==> src/hdl/acr_params.svh <==
// What this block does
// - Converter 9 takes pair 17 in 16-input mode if bit 11 is 0, else 18.
// - Converter 10 takes pair 19 in 16-input mode if bit 10 is 0, else 20.
// - Converter 11 takes pair 21 in 16-input mode if bit 9 is 0, else 22.
// - Converter 12 takes pair 23 in 16-input mode if bit 8 is 0, else 24.
// - Bits 7..5 set the line 11 test pattern, only while per-line pattern enable is 1.
// - Bits 4..2 set the line 12 test pattern, only while per-line pattern enable is 1.
// - Bits 15..12 of 0x30 put digital blocks of converters 12..9 to sleep.
// - Bits 11..8 of 0x30 put output lines 12..9 to sleep.
// - Bits 7..4 of 0x30 put analog blocks of converters 12..9 to sleep.
// - Bits 3..0 of 0x30 invert conversion data on lines 12..9, never test patterns.
// - With gain enabled, odd converter 13 sample gets gain of N times 0.2 dB.
// - With offset enabled, subtract 10-bit signed offset from odd converter 13 sample.
`ifndef ACR_PARAMS_SVH
`define ACR_PARAMS_SVH

// ==========================================================================
// Register indices (byte address is four times the index)
`define ACR_IDX_SEL_PAT      8'h2F
`define ACR_IDX_SLEEP_INV    8'h30
`define ACR_IDX_ODD_TRIM     8'h31
`define ACR_IDX_AUX          8'h40
`define ACR_REG_RESET        16'h0000

// ==========================================================================
// Field positions
`define ACR_PAIR_SEL_LSB     8
`define ACR_PAT11_LSB        5
`define ACR_PAT12_LSB        2
`define ACR_DIG_SLEEP_LSB    12
`define ACR_LINE_SLEEP_LSB   8
`define ACR_ANA_SLEEP_LSB    4
`define ACR_INVERT_LSB       0
`define ACR_GAIN_LSB         11
`define ACR_OFFSET_LSB       0
`define ACR_GAIN_EN_BIT      12
`define ACR_OFFSET_EN_BIT    8
`define ACR_SAT_BIT          4
`define ACR_PAT_EN_BIT       0

// ==========================================================================
// Datapath figures
`define ACR_SAMPLE_W         14
`define ACR_GAIN_FRAC        12
`define ACR_UNITY_GAIN       15'h1000
`define ACR_SAMPLE_MAX       14'h1FFF
`define ACR_SAMPLE_MIN       14'h2000

`endif

==> src/hdl/acr_pkg.sv <==
`include "acr_params.svh"

package acr_pkg;

  // ==========================================================================
  // Software visible registers, 16 bits each
  typedef struct packed {
    logic [15:0] sel_pat;
    logic [15:0] sleep_inv;
    logic [15:0] odd_trim;
    logic [15:0] aux;
  } acr_regs_s;

  // ==========================================================================
  // Trim settings for the odd converter 13 sample
  typedef struct packed {
    logic       gain_en;
    logic [4:0] gain_code;
    logic       offset_en;
    logic [9:0] offset;
  } acr_trim_cfg_s;

  // One sample with its valid flag
  typedef struct packed {
    logic                     valid;
    logic [`ACR_SAMPLE_W-1:0] data;
  } acr_sample_s;

  // State of the trim stage
  typedef struct packed {
    acr_sample_s out;
    logic        sat;
  } acr_trim_state_s;

  // ==========================================================================
  // State of the control bank
  typedef struct packed {
    acr_regs_s                     regs;
    logic                          ack;
    logic [31:0]                   rdata;
    logic [3:0]                    pair_sel;
    logic [2:0]                    pat11;
    logic [2:0]                    pat12;
    logic [1:0]                    pat_override;
    logic [3:0]                    dig_sleep;
    logic [3:0]                    line_sleep;
    logic [3:0]                    ana_sleep;
    logic [3:0][`ACR_SAMPLE_W-1:0] line_data;
  } acr_bank_state_s;

endpackage : acr_pkg

==> src/hdl/acr_ctrl_bank.sv <==
`timescale 1ns/10ps
`include "acr_params.svh"

module acr_ctrl_bank #(
  parameter int ADDR_W = 10
) (
  // Clock and reset
  input  wire logic                              CLK_IN,
  input  wire logic                              RST_N_IN,
  // Wishbone classic slave
  input  wire logic                              WB_CYC_IN,
  input  wire logic                              WB_STB_IN,
  input  wire logic                              WB_WE_IN,
  input  wire logic [ADDR_W-1:0]                 WB_ADR_IN,
  input  wire logic [3:0]                        WB_SEL_IN,
  input  wire logic [31:0]                       WB_DAT_IN,
  output logic                                   WB_ACK_OUT,
  output logic [31:0]                            WB_DAT_OUT,
  // Converter input pair select, bit 0 is converter 9
  output logic [3:0]                             PAIR_SELECT_OUT,
  // Per-line test pattern codes for lines 11 and 12
  output logic [2:0]                             PATTERN_CODE_LINE11_OUT,
  output logic [2:0]                             PATTERN_CODE_LINE12_OUT,
  output logic [1:0]                             PATTERN_OVERRIDE_OUT,
  // Sleep controls, bit 0 is converter or line 9
  output logic [3:0]                             DIGITAL_SLEEP_OUT,
  output logic [3:0]                             LINE_SLEEP_OUT,
  output logic [3:0]                             ANALOG_SLEEP_OUT,
  // Output line data for lines 9 to 12
  input  wire logic [3:0][`ACR_SAMPLE_W-1:0]     LINE_DATA_IN,
  input  wire logic [3:0]                        LINE_PATTERN_ACTIVE_IN,
  output logic [3:0][`ACR_SAMPLE_W-1:0]          LINE_DATA_OUT,
  // Odd sample of converter 13
  input  wire logic [`ACR_SAMPLE_W-1:0]          ODD_SAMPLE_IN,
  input  wire logic                              ODD_VALID_IN,
  output logic [`ACR_SAMPLE_W-1:0]               ODD_SAMPLE_OUT,
  output logic                                   ODD_VALID_OUT
);

  // ==========================================================================
  // Elaboration checks
  if (ADDR_W < 9 || ADDR_W > 32) begin : g_bad_addr_w
    $error("ADDR_W must lie between 9 and 32");
  end

  acr_pkg::acr_bank_state_s s_q;
  acr_pkg::acr_bank_state_s s_d;
  acr_pkg::acr_trim_cfg_s   trim_cfg;
  acr_pkg::acr_sample_s     odd_in;
  acr_pkg::acr_sample_s     odd_out;
  logic                     odd_sat;
  logic [7:0]               idx;
  logic                     upper_zero;
  logic                     req;
  logic                     wr_take;

  // ==========================================================================
  // Helpers

  // Byte lane merge; lanes 2 and 3 carry nothing for 16-bit registers
  function automatic logic [15:0] merge_lanes(input logic [15:0] old,
                                              input logic [31:0] wdata,
                                              input logic [3:0]  sel);
    logic [15:0] res;
    res = old;
    if (sel[0]) begin
      res[7:0] = wdata[7:0];
    end
    if (sel[1]) begin
      res[15:8] = wdata[15:8];
    end
    return res;
  endfunction : merge_lanes

  // Read mux, zero for an unmapped index
  function automatic logic [31:0] read_word(input acr_pkg::acr_regs_s regs,
                                            input logic [7:0]         index,
                                            input logic               hit_ok,
                                            input logic               sat);
    logic [15:0] val;
    val = 16'h0000;
    if (hit_ok) begin
      case (index)
        `ACR_IDX_SEL_PAT:   val = regs.sel_pat;
        `ACR_IDX_SLEEP_INV: val = regs.sleep_inv;
        `ACR_IDX_ODD_TRIM:  val = regs.odd_trim;
        `ACR_IDX_AUX: begin
          val                = regs.aux;
          val[`ACR_SAT_BIT]  = sat;
        end
        default:            val = 16'h0000;
      endcase
    end
    return {16'h0000, val};
  endfunction : read_word

  // Pass data, or its inverse when the line carries conversion data
  function automatic logic [`ACR_SAMPLE_W-1:0] line_word(
      input logic [`ACR_SAMPLE_W-1:0] data,
      input logic                     invert,
      input logic                     pattern_active);
    return (invert && !pattern_active) ? ~data : data;
  endfunction : line_word

  // ==========================================================================
  // Address decode: word index from the byte address, above it must be zero
  assign idx        = 8'(WB_ADR_IN[ADDR_W-1:2]);
  assign upper_zero = (ADDR_W <= 10) ? 1'b1 : (WB_ADR_IN[ADDR_W-1:2] >> 8) == '0;
  assign req        = WB_CYC_IN && WB_STB_IN;
  // The write lands on the edge at which the master sees ack
  assign wr_take    = req && WB_WE_IN && s_q.ack;

  // ==========================================================================
  // Next state of the bank
  always_comb begin
    s_d = s_q;

    // Ack one cycle after the request, dropped the cycle after
    s_d.ack = req && !s_q.ack;
    if (req && !s_q.ack) begin
      s_d.rdata = read_word(s_q.regs, idx, upper_zero, odd_sat);
    end else begin
      s_d.rdata = 32'h0000_0000;
    end

    // Register writes; unmapped writes are answered and dropped
    if (wr_take && upper_zero) begin
      case (idx)
        `ACR_IDX_SEL_PAT: begin
          s_d.regs.sel_pat = merge_lanes(s_q.regs.sel_pat, WB_DAT_IN, WB_SEL_IN);
        end
        `ACR_IDX_SLEEP_INV: begin
          s_d.regs.sleep_inv = merge_lanes(s_q.regs.sleep_inv, WB_DAT_IN, WB_SEL_IN);
        end
        `ACR_IDX_ODD_TRIM: begin
          s_d.regs.odd_trim = merge_lanes(s_q.regs.odd_trim, WB_DAT_IN, WB_SEL_IN);
        end
        `ACR_IDX_AUX: begin
          s_d.regs.aux = merge_lanes(s_q.regs.aux, WB_DAT_IN, WB_SEL_IN);
        end
        default: begin
          s_d.regs = s_q.regs;
        end
      endcase
    end
    // Saturation bit is status only, never stored
    s_d.regs.aux[`ACR_SAT_BIT] = 1'b0;

    // Input pair select, bit 0 drives converter 9
    s_d.pair_sel[0] = s_q.regs.sel_pat[`ACR_PAIR_SEL_LSB + 3];
    s_d.pair_sel[1] = s_q.regs.sel_pat[`ACR_PAIR_SEL_LSB + 2];
    s_d.pair_sel[2] = s_q.regs.sel_pat[`ACR_PAIR_SEL_LSB + 1];
    s_d.pair_sel[3] = s_q.regs.sel_pat[`ACR_PAIR_SEL_LSB];

    // Pattern codes reach the lines only while per-line patterns are on
    s_d.pat_override = {2{s_q.regs.aux[`ACR_PAT_EN_BIT]}};
    if (s_q.regs.aux[`ACR_PAT_EN_BIT]) begin
      s_d.pat11 = s_q.regs.sel_pat[`ACR_PAT11_LSB +: 3];
      s_d.pat12 = s_q.regs.sel_pat[`ACR_PAT12_LSB +: 3];
    end else begin
      s_d.pat11 = 3'h0;
      s_d.pat12 = 3'h0;
    end

    // Sleep controls; register bits run 12..9 from the top, ports 9..12 from bit 0
    for (int i = 0; i < 4; i++) begin
      s_d.dig_sleep[i]  = s_q.regs.sleep_inv[`ACR_DIG_SLEEP_LSB + i];
      s_d.line_sleep[i] = s_q.regs.sleep_inv[`ACR_LINE_SLEEP_LSB + i];
      s_d.ana_sleep[i]  = s_q.regs.sleep_inv[`ACR_ANA_SLEEP_LSB + i];
    end

    // Line data inversion, skipped while a pattern occupies the line
    for (int i = 0; i < 4; i++) begin
      s_d.line_data[i] = line_word(LINE_DATA_IN[i],
                                   s_q.regs.sleep_inv[`ACR_INVERT_LSB + i],
                                   LINE_PATTERN_ACTIVE_IN[i]);
    end
  end

  // ==========================================================================
  // State register
  always_ff @(posedge CLK_IN or negedge RST_N_IN) begin
    if (!RST_N_IN) begin
      s_q      <= '0;
      s_q.regs <= '{sel_pat:   `ACR_REG_RESET,
                    sleep_inv: `ACR_REG_RESET,
                    odd_trim:  `ACR_REG_RESET,
                    aux:       `ACR_REG_RESET};
    end else begin
      s_q <= s_d;
    end
  end

  // ==========================================================================
  // Odd sample trim for converter 13; the reserved bit 10 is simply ignored
  assign trim_cfg.gain_en   = s_q.regs.aux[`ACR_GAIN_EN_BIT];
  assign trim_cfg.gain_code = s_q.regs.odd_trim[`ACR_GAIN_LSB +: 5];
  assign trim_cfg.offset_en = s_q.regs.aux[`ACR_OFFSET_EN_BIT];
  assign trim_cfg.offset    = s_q.regs.odd_trim[`ACR_OFFSET_LSB +: 10];
  assign odd_in.valid       = ODD_VALID_IN;
  assign odd_in.data        = ODD_SAMPLE_IN;

  acr_odd_trim u_odd_trim (
    .clk_in     (CLK_IN),
    .rst_n_in   (RST_N_IN),
    .cfg_in     (trim_cfg),
    .sample_in  (odd_in),
    .sample_out (odd_out),
    .sat_out    (odd_sat)
  );

  // ==========================================================================
  // Outputs, all straight from flip-flops
  assign WB_ACK_OUT              = s_q.ack;
  assign WB_DAT_OUT              = s_q.rdata;
  assign PAIR_SELECT_OUT         = s_q.pair_sel;
  assign PATTERN_CODE_LINE11_OUT = s_q.pat11;
  assign PATTERN_CODE_LINE12_OUT = s_q.pat12;
  assign PATTERN_OVERRIDE_OUT    = s_q.pat_override;
  assign DIGITAL_SLEEP_OUT       = s_q.dig_sleep;
  assign LINE_SLEEP_OUT          = s_q.line_sleep;
  assign ANALOG_SLEEP_OUT        = s_q.ana_sleep;
  assign LINE_DATA_OUT           = s_q.line_data;
  assign ODD_SAMPLE_OUT          = odd_out.data;
  assign ODD_VALID_OUT           = odd_out.valid;

endmodule : acr_ctrl_bank

==> src/hdl/acr_odd_trim.sv <==
`timescale 1ns/10ps
`include "acr_params.svh"

module acr_odd_trim (
  // Clock and reset
  input  wire logic                     clk_in,
  input  wire logic                     rst_n_in,
  // Settings and sample in
  input  wire acr_pkg::acr_trim_cfg_s   cfg_in,
  input  wire acr_pkg::acr_sample_s     sample_in,
  // Trimmed sample out
  output acr_pkg::acr_sample_s          sample_out,
  output logic                          sat_out
);

  // ==========================================================================
  // Gain table: 10^(N*0.01) in Q3.12, one entry per 0.2 dB step
  localparam logic [31:0][14:0] GAIN_LUT = {
    15'h20AB, 15'h1FED, 15'h1F33, 15'h1E7D, 15'h1DCB, 15'h1D1D, 15'h1C74, 15'h1BCE,
    15'h1B2C, 15'h1A8E, 15'h19F3, 15'h195C, 15'h18C8, 15'h1838, 15'h17AA, 15'h1721,
    15'h169A, 15'h1616, 15'h1595, 15'h1518, 15'h149D, 15'h1425, 15'h13AF, 15'h133C,
    15'h12CC, 15'h125F, 15'h11F4, 15'h118B, 15'h1125, 15'h10C1, 15'h105F, 15'h1000};

  acr_pkg::acr_trim_state_s s_q;
  acr_pkg::acr_trim_state_s s_d;
  logic signed [14:0]       diff;
  logic signed [14:0]       gain;
  logic signed [29:0]       prod;
  logic signed [17:0]       scaled;

  // Offset first, then gain, so the offset unit stays one sample LSB
  always_comb begin
    s_d           = s_q;
    diff          = $signed({sample_in.data[`ACR_SAMPLE_W-1], sample_in.data});
    if (cfg_in.offset_en) begin
      diff = diff - $signed({{5{cfg_in.offset[9]}}, cfg_in.offset});
    end
    gain          = cfg_in.gain_en ? $signed(GAIN_LUT[cfg_in.gain_code])
                                   : $signed(`ACR_UNITY_GAIN);
    prod          = diff * gain;
    scaled        = prod[29:`ACR_GAIN_FRAC];
    s_d.out.valid = sample_in.valid;
    if (sample_in.valid) begin
      // Clip rather than wrap: a wrapped sample would look like a full-scale jump
      if (scaled > $signed({4'h0, `ACR_SAMPLE_MAX})) begin
        s_d.out.data = `ACR_SAMPLE_MAX;
        s_d.sat      = 1'b1;
      end else if (scaled < $signed({4'hF, `ACR_SAMPLE_MIN})) begin
        s_d.out.data = `ACR_SAMPLE_MIN;
        s_d.sat      = 1'b1;
      end else begin
        s_d.out.data = scaled[`ACR_SAMPLE_W-1:0];
        s_d.sat      = 1'b0;
      end
    end
  end

  // State register
  always_ff @(posedge clk_in or negedge rst_n_in) begin
    if (!rst_n_in) begin
      s_q <= '0;
    end else begin
      s_q <= s_d;
    end
  end

  assign sample_out = s_q.out;
  assign sat_out    = s_q.sat;

endmodule : acr_odd_trim

==> config.mk <==
export PLATFORM = sky130hd
export DESIGN_NAME = acr_ctrl_bank
export DESIGN_NICKNAME = d
export VERILOG_FILES = /design/src/hdl/acr_pkg.sv /design/src/hdl/acr_ctrl_bank.sv /design/src/hdl/acr_odd_trim.sv
export VERILOG_INCLUDE_DIRS = /design/src /design/src/hdl
export SDC_FILE = /design/constraint.sdc
export NUM_CORES = 1
export LEC_CHECK = 0
export BUFFER_PORTS_ARGS = -buffer_cell sky130_fd_sc_hd__buf_2
export CORE_MARGIN = 8
export CORE_UTILIZATION = 40
export DETAILED_ROUTE_END_ITERATION = 10
export PLACE_DENSITY = 0.57
export SYNTH_ARGS = -nofsm -noshare
export SYNTH_HDL_FRONTEND = slang
export SYNTH_SLANG_ARGS = --single-unit
==> constraint.sdc <==
create_clock -name CLK_IN -period 17 [get_ports CLK_IN]
set_clock_uncertainty 0.15 [all_clocks]
set_input_delay 1.7 -clock CLK_IN [delete_from_list [all_inputs] [get_ports CLK_IN]]
set_output_delay 1.7 -clock CLK_IN [all_outputs]
set_load 0.02 [all_outputs]
==> flow_metrics.tcl, run 1 <==
set metrics [dict create \
    power.total_mw 2.20 \
    setup_viol 0 \
    drt_first_iter_violations 592 \
    crit_fanout 14 \
    critPathBufInv 5 \
    worst_slack_ps 5950 \
    reg2regPathDepth 30 \
    cp_slowest_cell "fa_1" \
    ys_seq_area_share_pct 26.8 \
    vias_per_cell 5.04 \
    synthesis.area_um2 16400 \
    grt_pass1_wl_um 67500 \
    grt_max_degree 109 \
    path_common_cell "fa_1" \
    ctsHoldBuffers 0 \
    rr_endpoint "u_odd_trim.sample_out[2]" \
    die_h_um 218 \
    max_clock_freq_ghz 0.0905 \
    nets 2157 \
    drt_wl_total_um 41700 \
    ctsResizeCount 0 \
    cts_tree "done" \
    place_congestion 0.874 \
    cap_violations 0 \
    max_stage_delay_ps 870 \
    synth_flop_cell "dfrtp_1" \
    grt-ovfl-total 0 \
    grt_pass1_vias 12397 \
    fillCellCount 3899 \
    hold_viol 0 \
    clkTransAtPathRegs_ps 80 \
    p_leak_nw 9.02 \
    pre_cts_slack_ps 5520 \
    grtUsageTotal_pct 17.9 \
    area_delta_synth_final_pct 9.03 \
    critPathLaunchType "input pin" \
    ys_seq_elements 175 \
    num_vias 11468 \
    boundaryPins 254 \
    start_util_pct 40.3 \
    netlist_top_cells_count "inv_1, fa_1, dfrtp_1, nor2_1, nand2_1" \
    worstSetupPathType "input pin to flip-flop" \
    hold_path.class "flip-flop to flip-flop" \
    yosysMostFrequentCell "inv_1" \
    async_flop_share_pct 100 \
    synth_cells 1628 \
    layout-drive-gt1-share_pct 19.6 \
    core_um2 40600 \
    synth-edff-count 0 \
    avgSynthCellArea_um2 10.1 \
    cts_buffers 17 \
    die_x_um 218 \
    worstPathRequired_ps 17170 \
    yosys_warnings 0 \
    post_drt_wl_per_cell_um 18.3 \
    synth_top_cell_by_area "dfrtp_1" \
    cts_root_buf "clkbuf_16" \
    die_area_um2 47600 \
    clock_latency_ps 430 \
    arrival_ps 11230 \
    hold_depth 0 \
    outcome "finished, final reports clean" \
    fin_area_um2 17800 \
    synth_top_area_share_pct 26.8 \
    synth.area.top_cells "dfrtp_1, fa_1, ha_1, buf_4, inv_1" \
    cts_max_level 4 \
    tightest_slew_ps 1190 \
    cts.sinks 175 \
    placed_area_um2 17300 \
    firstDrtPassIters 5 \
    tns_ps 0 \
    p_per_area_nw_per_um2 123 \
    drc 0 \
    synth_cell_type_count 66 \
    fp-row-count 74 \
    rsz0062_at_grt "false" \
    antenna_left 0 \
    antenna_found_initial 0 \
    crit-reg2reg-launch "s_q[129]" \
    crit_family "adder cells" \
    hp-start "s_d[62]" \
    cp-end-kind "flip-flop" \
    ctsLongestPathBuffers 2 \
    dp_hpwl_um 33700 \
    port_buffers 217 \
    postCtsSetupBuffers 0 \
    max_slew_margin_pct 18.2 \
    peakVddDrop_mv 0.103 \
    r2r_setup_slack_ps 6940 \
    finalCriticalPeriod_ps 11050 \
    holdPathEnd "LINE_SLEEP_OUT[2]" \
    slew_violations 0 \
    period_share_pct 65.0 \
]
[per-stage QoR]
stage                     util [%]  hold WS (ps)  cells
after floorplan                  -           219   1643
after global placement        42.5           230   2242
after detailed placement      42.5           239   2242
after CTS                     43.9           248   2274
after global routing          43.9           263   2274
final                         43.9           246   2275
[cell type report]
cell class                 count  area (µm²)  area share [%]
sequential                   175        4380            24.5
antenna                        1        2.50          0.0140
timing repair buffer         234        1220            6.84
inverter                     215         807            4.52
clock inverter                14         145           0.813
clock buffer                  18         429            2.41
multi-input combinational   1086       10200            57.1
tap                          532         666            3.73
[registers in the layout, indices dropped and copies added, names as in the netlist]
| name | flops |
|---|---|
| ANALOG_SLEEP_OUT | 4 |
| DIGITAL_SLEEP_OUT | 4 |
| LINE_DATA_OUT | 56 |
| LINE_SLEEP_OUT | 4 |
| PAIR_SELECT_OUT | 4 |
| PATTERN_CODE_LINE11_OUT | 3 |
| PATTERN_CODE_LINE12_OUT | 3 |
| PATTERN_OVERRIDE_OUT | 1 |
| WB_ACK_OUT | 1 |
| WB_DAT_OUT | 16 |
| s_d | 17 |
| s_q | 46 |
| u_odd_trim.sample_out | 15 |
| u_odd_trim.sat_out | 1 |
[per-layer routing]
layer | GRT usage, % | wire, µm | up-vias
met2 | 31.6 | 21000 | 311
met1 | 22.3 | 17500 | 5794
li1 | - | - | 5308
met4 | 5.75 | 1020 | 0
met5 | 0 | 0 | -
met3 | 2.72 | 2150 | 55
[cell families after synthesis]
| family | count (synthesis) | share of synthesized area (%) |
|---|---|---|
| buf+inv | 382 | 11.5 |
| mux | 72 | 4.86 |
| other cells | 1 | 0.0229 |
| flops | 175 | 26.8 |
| xor+xnor | 86 | 4.60 |
| simple gates | 398 | 10.8 |
| compound gates | 212 | 9.02 |
| fa+ha+maj | 302 | 32.4 |
[report_power, final]
group	total, mW	switching [mW]	internal, mW	leakage, nW
registers	0.466	0.0147	0.451	2.21
clock network	0.386	0.179	0.208	0.278
logic	1.34	0.768	0.576	6.54
total	2.20	0.961	1.23	9.02
[how the worst max path moves through the flow]
| stage | start | slack (ps) | cells past startpoint | to |
|---|---|---|---|---|
| 2_1_floorplan | ODD_SAMPLE_IN[0] | 6800 | 34 | u_odd_trim.sample_out[11] |
| 3_3_place_gp | ODD_SAMPLE_IN[0] | 5660 | 32 | u_odd_trim.sample_out[6] |
| 3_5_place_dp | ODD_SAMPLE_IN[0] | 5520 | 32 | u_odd_trim.sample_out[0] |
| 4_1_cts | ODD_SAMPLE_IN[0] | 5950 | 32 | u_odd_trim.sample_out[3] |
| 5_1_grt | ODD_SAMPLE_IN[0] | 5370 | 32 | u_odd_trim.sample_out[5] |
| 6_report | ODD_SAMPLE_IN[0] | 5950 | 32 | u_odd_trim.sample_out[2] |
[placed cells by master (no fill, tap or decap), types with 39 or more instances in the layout]
| cell type | count |
|---|---|
| ha_1 | 98 |
| o21ai_0 | 39 |
| inv_1 | 214 |
| nor2_1 | 153 |
| dfrtp_1 | 175 |
| xnor2_1 | 77 |
| buf_2 | 216 |
| fa_1 | 204 |
| a21oi_1 | 49 |
| mux2_2 | 60 |
| nand2_1 | 132 |
Note: power is estimated with default switching activity, not from simulation.
==> run 2, diff against run 1 <==
- clock period: 17 -> 11.5 ns (I/O delays scaled with it)
==> run 2 against run 1 <==
  * Non-clock buffer count rose by 3
  * Global-route usage rose by 0.24 points
  * Sequential share of layout area fell by 0.12 points
  * Largest cell class unchanged
  * Final cell count barely moved
  * Highest routed layer unchanged
  * Final area rose by 0.48%
  * Critical path depth rose by 1
  * Critical path type unchanged
  * Worst setup slack got worse by 4500 ps
  * First-iteration DRC count rose by 16%
  * Largest power group unchanged
  * Clock power rose by 59%
  * Sequential power rose by 48%
  * Die area did not move
  * Wire length barely moved
==> flow_metrics.tcl, run 2 (synthesis results as in run 1) <==
set metrics [dict create \
    largest_reg_flops 56 \
    max_clock_freq_ghz 0.0992 \
    outcome "finished, final reports clean" \
    tns_ps 0 \
    path_common_cell "fa_1" \
    worstPathRequired_ps 11680 \
    setup_viol 0 \
    port_buffers 217 \
    diodes 0 \
    hold_path.class "flip-flop to flip-flop" \
    cp-end-kind "flip-flop" \
    worstSetupPathType "input pin to flip-flop" \
    clock_latency_ps 440 \
    max_slew_margin_pct 17.9 \
    fp-row-count 74 \
    ctsHoldBuffers 0 \
    slew_violations 0 \
    fin_area_um2 17900 \
    layout_commonest_cell "buf_2" \
    grt_pass1_vias 12578 \
    arrival_ps 10260 \
    ctsLongestPathBuffers 2 \
    clockPowerShare_pct 18.7 \
    drc 0 \
    power.total_mw 3.29 \
    firstDrtPassIters 5 \
    postCtsSetupBuffers 0 \
    met2WireLength_um 20700 \
    fin_util_pct 44.1 \
    worst_slack_ps 1420 \
    critPathLaunchType "input pin" \
    grtUsageTotal_pct 18.2 \
    die_h_um 218 \
    cts_tree "done" \
    cts_buffers 17 \
    fin_worst_hold_slack_ps 243 \
    antenna_left 0 \
    pwr-share-comb_pct 60.4 \
    max_stage_delay_ps 760 \
    r2r_setup_slack_ps 1870 \
    rr_endpoint "u_odd_trim.sample_out[10]" \
    post_drt_wl_per_cell_um 18.3 \
    top_layer_used "met4" \
    cts_root_buf "clkbuf_16" \
    nets 2160 \
    final_cell_mix "buf_2, inv_1, fa_1" \
    die_x_um 218 \
    start_util_pct 40.3 \
    cap_violations 0 \
    cts.sinks 175 \
    p_int_mw 1.85 \
    antenna_found_initial 0 \
    cp_slowest_cell "fa_1" \
    holdPathEnd "PAIR_SELECT_OUT[0]" \
    crit_fanout 14 \
    reg2regPathDepth 31 \
    place_congestion 0.847 \
    wl_met1_um 17500 \
    p_per_area_nw_per_um2 183 \
    die_area_um2 47600 \
    grt_pass1_wl_um 68500 \
    core_um2 40600 \
    period_share_pct 87.7 \
    grt-ovfl-total 0 \
    finalCriticalPeriod_ps 10080 \
    ctsResizeCount 0 \
    dp_cells 2245 \
    drt_wl_total_um 41700 \
    peakVddDrop_mv 0.163 \
    drt_first_iter_violations 689 \
    placed_area_um2 17300 \
    p_leak_nw 9.07 \
    clkTransAtPathRegs_ps 80 \
    layout-drive-gt1-share_pct 19.8 \
    area_delta_synth_final_pct 9.55 \
    seq_power_share_pct 20.9 \
    p_sw_mw 1.43 \
    pre_cts_slack_ps 1020 \
    vias_per_cell 5.04 \
    crit-reg2reg-launch "s_q[129]" \
    hold_viol 0 \
    dr_wl_met3_um 2210 \
    dp_hpwl_um 34100 \
    rsz0062_at_grt "false" \
    tightest_slew_ps 1230 \
    hp-start "s_d[76]" \
    instances_no_fill 2277 \
    boundaryPins 254 \
    grt_max_degree 71 \
    num_vias 11482 \
    hold_depth 0 \
    cts_max_level 4 \
    switching_share_pct 43.6 \
]
==> run 2: cell types whose count changed in the layout (fill, tap and decap cells not counted), sizes merged <==
cell      before  now
clkinv         3    7
buf          234  237
clkbuf        18   17
bufinv         1    2
clkinvlp       2    0
diode          1    0
inv          223  221
==> run 2: worst max path at each step <==
stage / start / to / slack (ps) / cells after the start
2_1_floorplan: ODD_SAMPLE_IN[0] / u_odd_trim.sample_out[9] / 1850 / 34
3_3_place_gp: ODD_SAMPLE_IN[0] / u_odd_trim.sample_out[8] / 1130 / 32
4_1_cts: ODD_SAMPLE_IN[0] / u_odd_trim.sample_out[4] / 1470 / 32
6_report: ODD_SAMPLE_IN[0] / u_odd_trim.sample_out[10] / 1420 / 33
5_1_grt: ODD_SAMPLE_IN[0] / u_odd_trim.sample_out[2] / 830 / 32
3_5_place_dp: ODD_SAMPLE_IN[0] / u_odd_trim.sample_out[10] / 1020 / 32
==> run 2: layer usage <==
metal | up-vias | GRT usage, %
met2 | 318 | 31.7
li1 | 5309 | -
met5 | - | 0
met1 | 5796 | 22.6
met3 | 59 | 2.72
met4 | 0 | 6.67
==> run 2: power groups by stage <==
stage	combinational (mW)	clock, mW	sequential (mW)
6_report	1.99	0.613	0.688
3_5_place_dp	2.00	0	0.700
3_3_place_gp	1.96	0	0.701
5_1_grt	2.26	0.657	0.692
4_1_cts	2.01	0.632	0.689
2_1_floorplan	1.51	0	0.726
==> run 2: cell type report <==
type,count,area [µm²]
repair buffers,237,1240
clock inverters,15,214
well taps,532,666
clock buffers,17,425
fillers,3892,22700
flip-flops and latches,175,4380
multi-input cells,1086,10200
inverters,215,807
==> run 2: worst max-delay path: cells and delay by family <==
| kind | cells | cell delay, ps |
|---|---|---|
| buffers and inverters | 5 | 440 |
| AO/OA/AOI/OAI | 11 | 2530 |
| AND/OR/NAND/NOR | 8 | 2040 |
| adder cells (fa/ha/maj) | 9 | 4090 |
==> run 3, diff against run 2 <==
- BUFFER_PORTS_ARGS: -buffer_cell sky130_fd_sc_hd__buf_2 -> -buffer_cell sky130_fd_sc_hd__buf_4
==> run 3 against run 2 <==
  * Combinational power hardly changed
  * Highest routed layer unchanged
  * Core utilization up 1.2 points
  * Register-to-register slack better by 110 ps
==> flow_metrics.tcl, run 3 (synthesis results as in run 1) <==
set metrics [dict create \
    cp.depth 34 \
    grtUsageTotal_pct 18.4 \
    cp-end-kind "flip-flop" \
    p_per_area_nw_per_um2 179 \
    arrival_ps 10140 \
    crit-reg2reg-launch "s_q[129]" \
    path_common_cell "fa_1" \
    ctsLongestPathBuffers 2 \
    reg2regPathDepth 32 \
    area_delta_synth_final_pct 12.6 \
    firstDrtPassIters 5 \
    start_util_pct 40.3 \
    clkTransAtPathRegs_ps 70 \
    final_cell_mix "buf_4, inv_1, fa_1" \
    instances_no_fill 2276 \
    nets 2159 \
    fin_worst_hold_slack_ps 249 \
    dp_hpwl_um 34600 \
    die_area_um2 47600 \
    max_stage_delay_ps 650 \
    crit_end "u_odd_trim.sample_out[1]" \
    rr_endpoint "u_odd_trim.sample_out[1]" \
    cts_buffers 17 \
    boundaryPins 254 \
    drt_wl_total_um 42500 \
    tightest_slew_ps 1290 \
    die_h_um 218 \
    port_buffers 217 \
    grt-ovfl-total 0 \
    period_share_pct 86.6 \
    crit_family "adder cells" \
    gr-usage-met1_pct 22.5 \
    place_congestion 0.845 \
    finalCriticalPeriod_ps 9960 \
    cts_root_buf "clkbuf_16" \
    tns_ps 0 \
    hold_viol 0 \
    crit_fanout 14 \
    critPathBufInv 6 \
    largest_reg_flops 56 \
    cap_violations 0 \
    critPathLaunch "ODD_SAMPLE_IN[0]" \
    ctsResizeCount 0 \
    antenna_left 0 \
    hold_path.class "flip-flop to flip-flop" \
    ctsHoldBuffers 0 \
    drc 0 \
    diodes 0 \
    grt_pass1_wl_um 69100 \
    placed_area_um2 17800 \
    vias_per_cell 5.08 \
    pre_cts_slack_ps 1110 \
    critPathLaunchType "input pin" \
    max_slew_margin_pct 13.8 \
    rsz0062_at_grt "false" \
    cp_slowest_cell "fa_1" \
    use_met2_pct 31.8 \
    p_leak_nw 9.20 \
    post_drt_wl_per_cell_um 18.7 \
    grtUsageMet3_pct 3.44 \
    antenna_found_initial 0 \
    grt_pass1_vias 12660 \
    worst_slack_ps 1540 \
    cts_max_level 4 \
    cts_tree "done" \
    layout-drive-gt1-share_pct 19.7 \
    worstPathRequired_ps 11680 \
    outcome "finished, final reports clean" \
    die_x_um 218 \
    cts.sinks 175 \
    peakVddDrop_mv 0.127 \
    slew_violations 0 \
    worstSetupPathType "input pin to flip-flop" \
    dp_cells 2244 \
    setup_viol 0 \
    busiest_layer "met2" \
    fp-row-count 74 \
    drt_first_iter_violations 729 \
    layout_commonest_cell "buf_4" \
    clock_latency_ps 440 \
    core_um2 40600 \
    max_clock_freq_ghz 0.100 \
    postCtsSetupBuffers 0 \
    r2r_setup_slack_ps 1980 \
    grt_max_degree 71 \
    fin_area_um2 18400 \
    num_vias 11563 \
]
run 3: cell count changes in the layout (fill, tap and decap cells not counted), sizes merged:
cell      previous run  this run
clkinvlp             0         1
clkbuf              17        19
buf                237       236
clkinv               7         6
bufinv               2         3
inv                221       218
run 3: routing by layer:
metal | share of wire (%) | vias to the layer above
li1 | - | 5310
met1 | 41 | 5838
met2 | 50 | 346
met3 | 5.7 | 69
met4 | 3.2 | 0
met5 | 0 | -
run 3: where the power goes:
part	total (mW)	internal (mW)	switching, mW
Sequential	0.691	0.667	0.0247
Clock	0.603	0.347	0.256
Combinational	2.01	0.884	1.12
run 3: worst min-delay path by stage:
stage,start,to,slack (ps),cells past startpoint
global placement,s_d[77],PAIR_SELECT_OUT[1],230,0
global route,s_d[64],DIGITAL_SLEEP_OUT[0],270,0
detailed placement,s_d[77],PAIR_SELECT_OUT[1],240,0
finish,s_d[65],DIGITAL_SLEEP_OUT[1],250,0
CTS,s_d[77],PAIR_SELECT_OUT[1],250,0
floorplan,s_d[76],PAIR_SELECT_OUT[0],220,0
run 3: cell type report:
cell class	instances	area, µm²
inverter	215	807
sequential	175	4380
fill	3887	22200
tap	532	666
clock inverter	13	180
timing repair buffer	236	1780
clock buffer	19	433
multi-input combinational	1086	10200
run 3: per-stage QoR:
step | power (mW) | util [%]
floorplan | 2.24 | -
global placement | 2.70 | 43.8
detailed placement | 2.73 | 43.8
CTS | 3.36 | 45.4
global route | 3.64 | 45.4
finish | 3.30 | 45.4
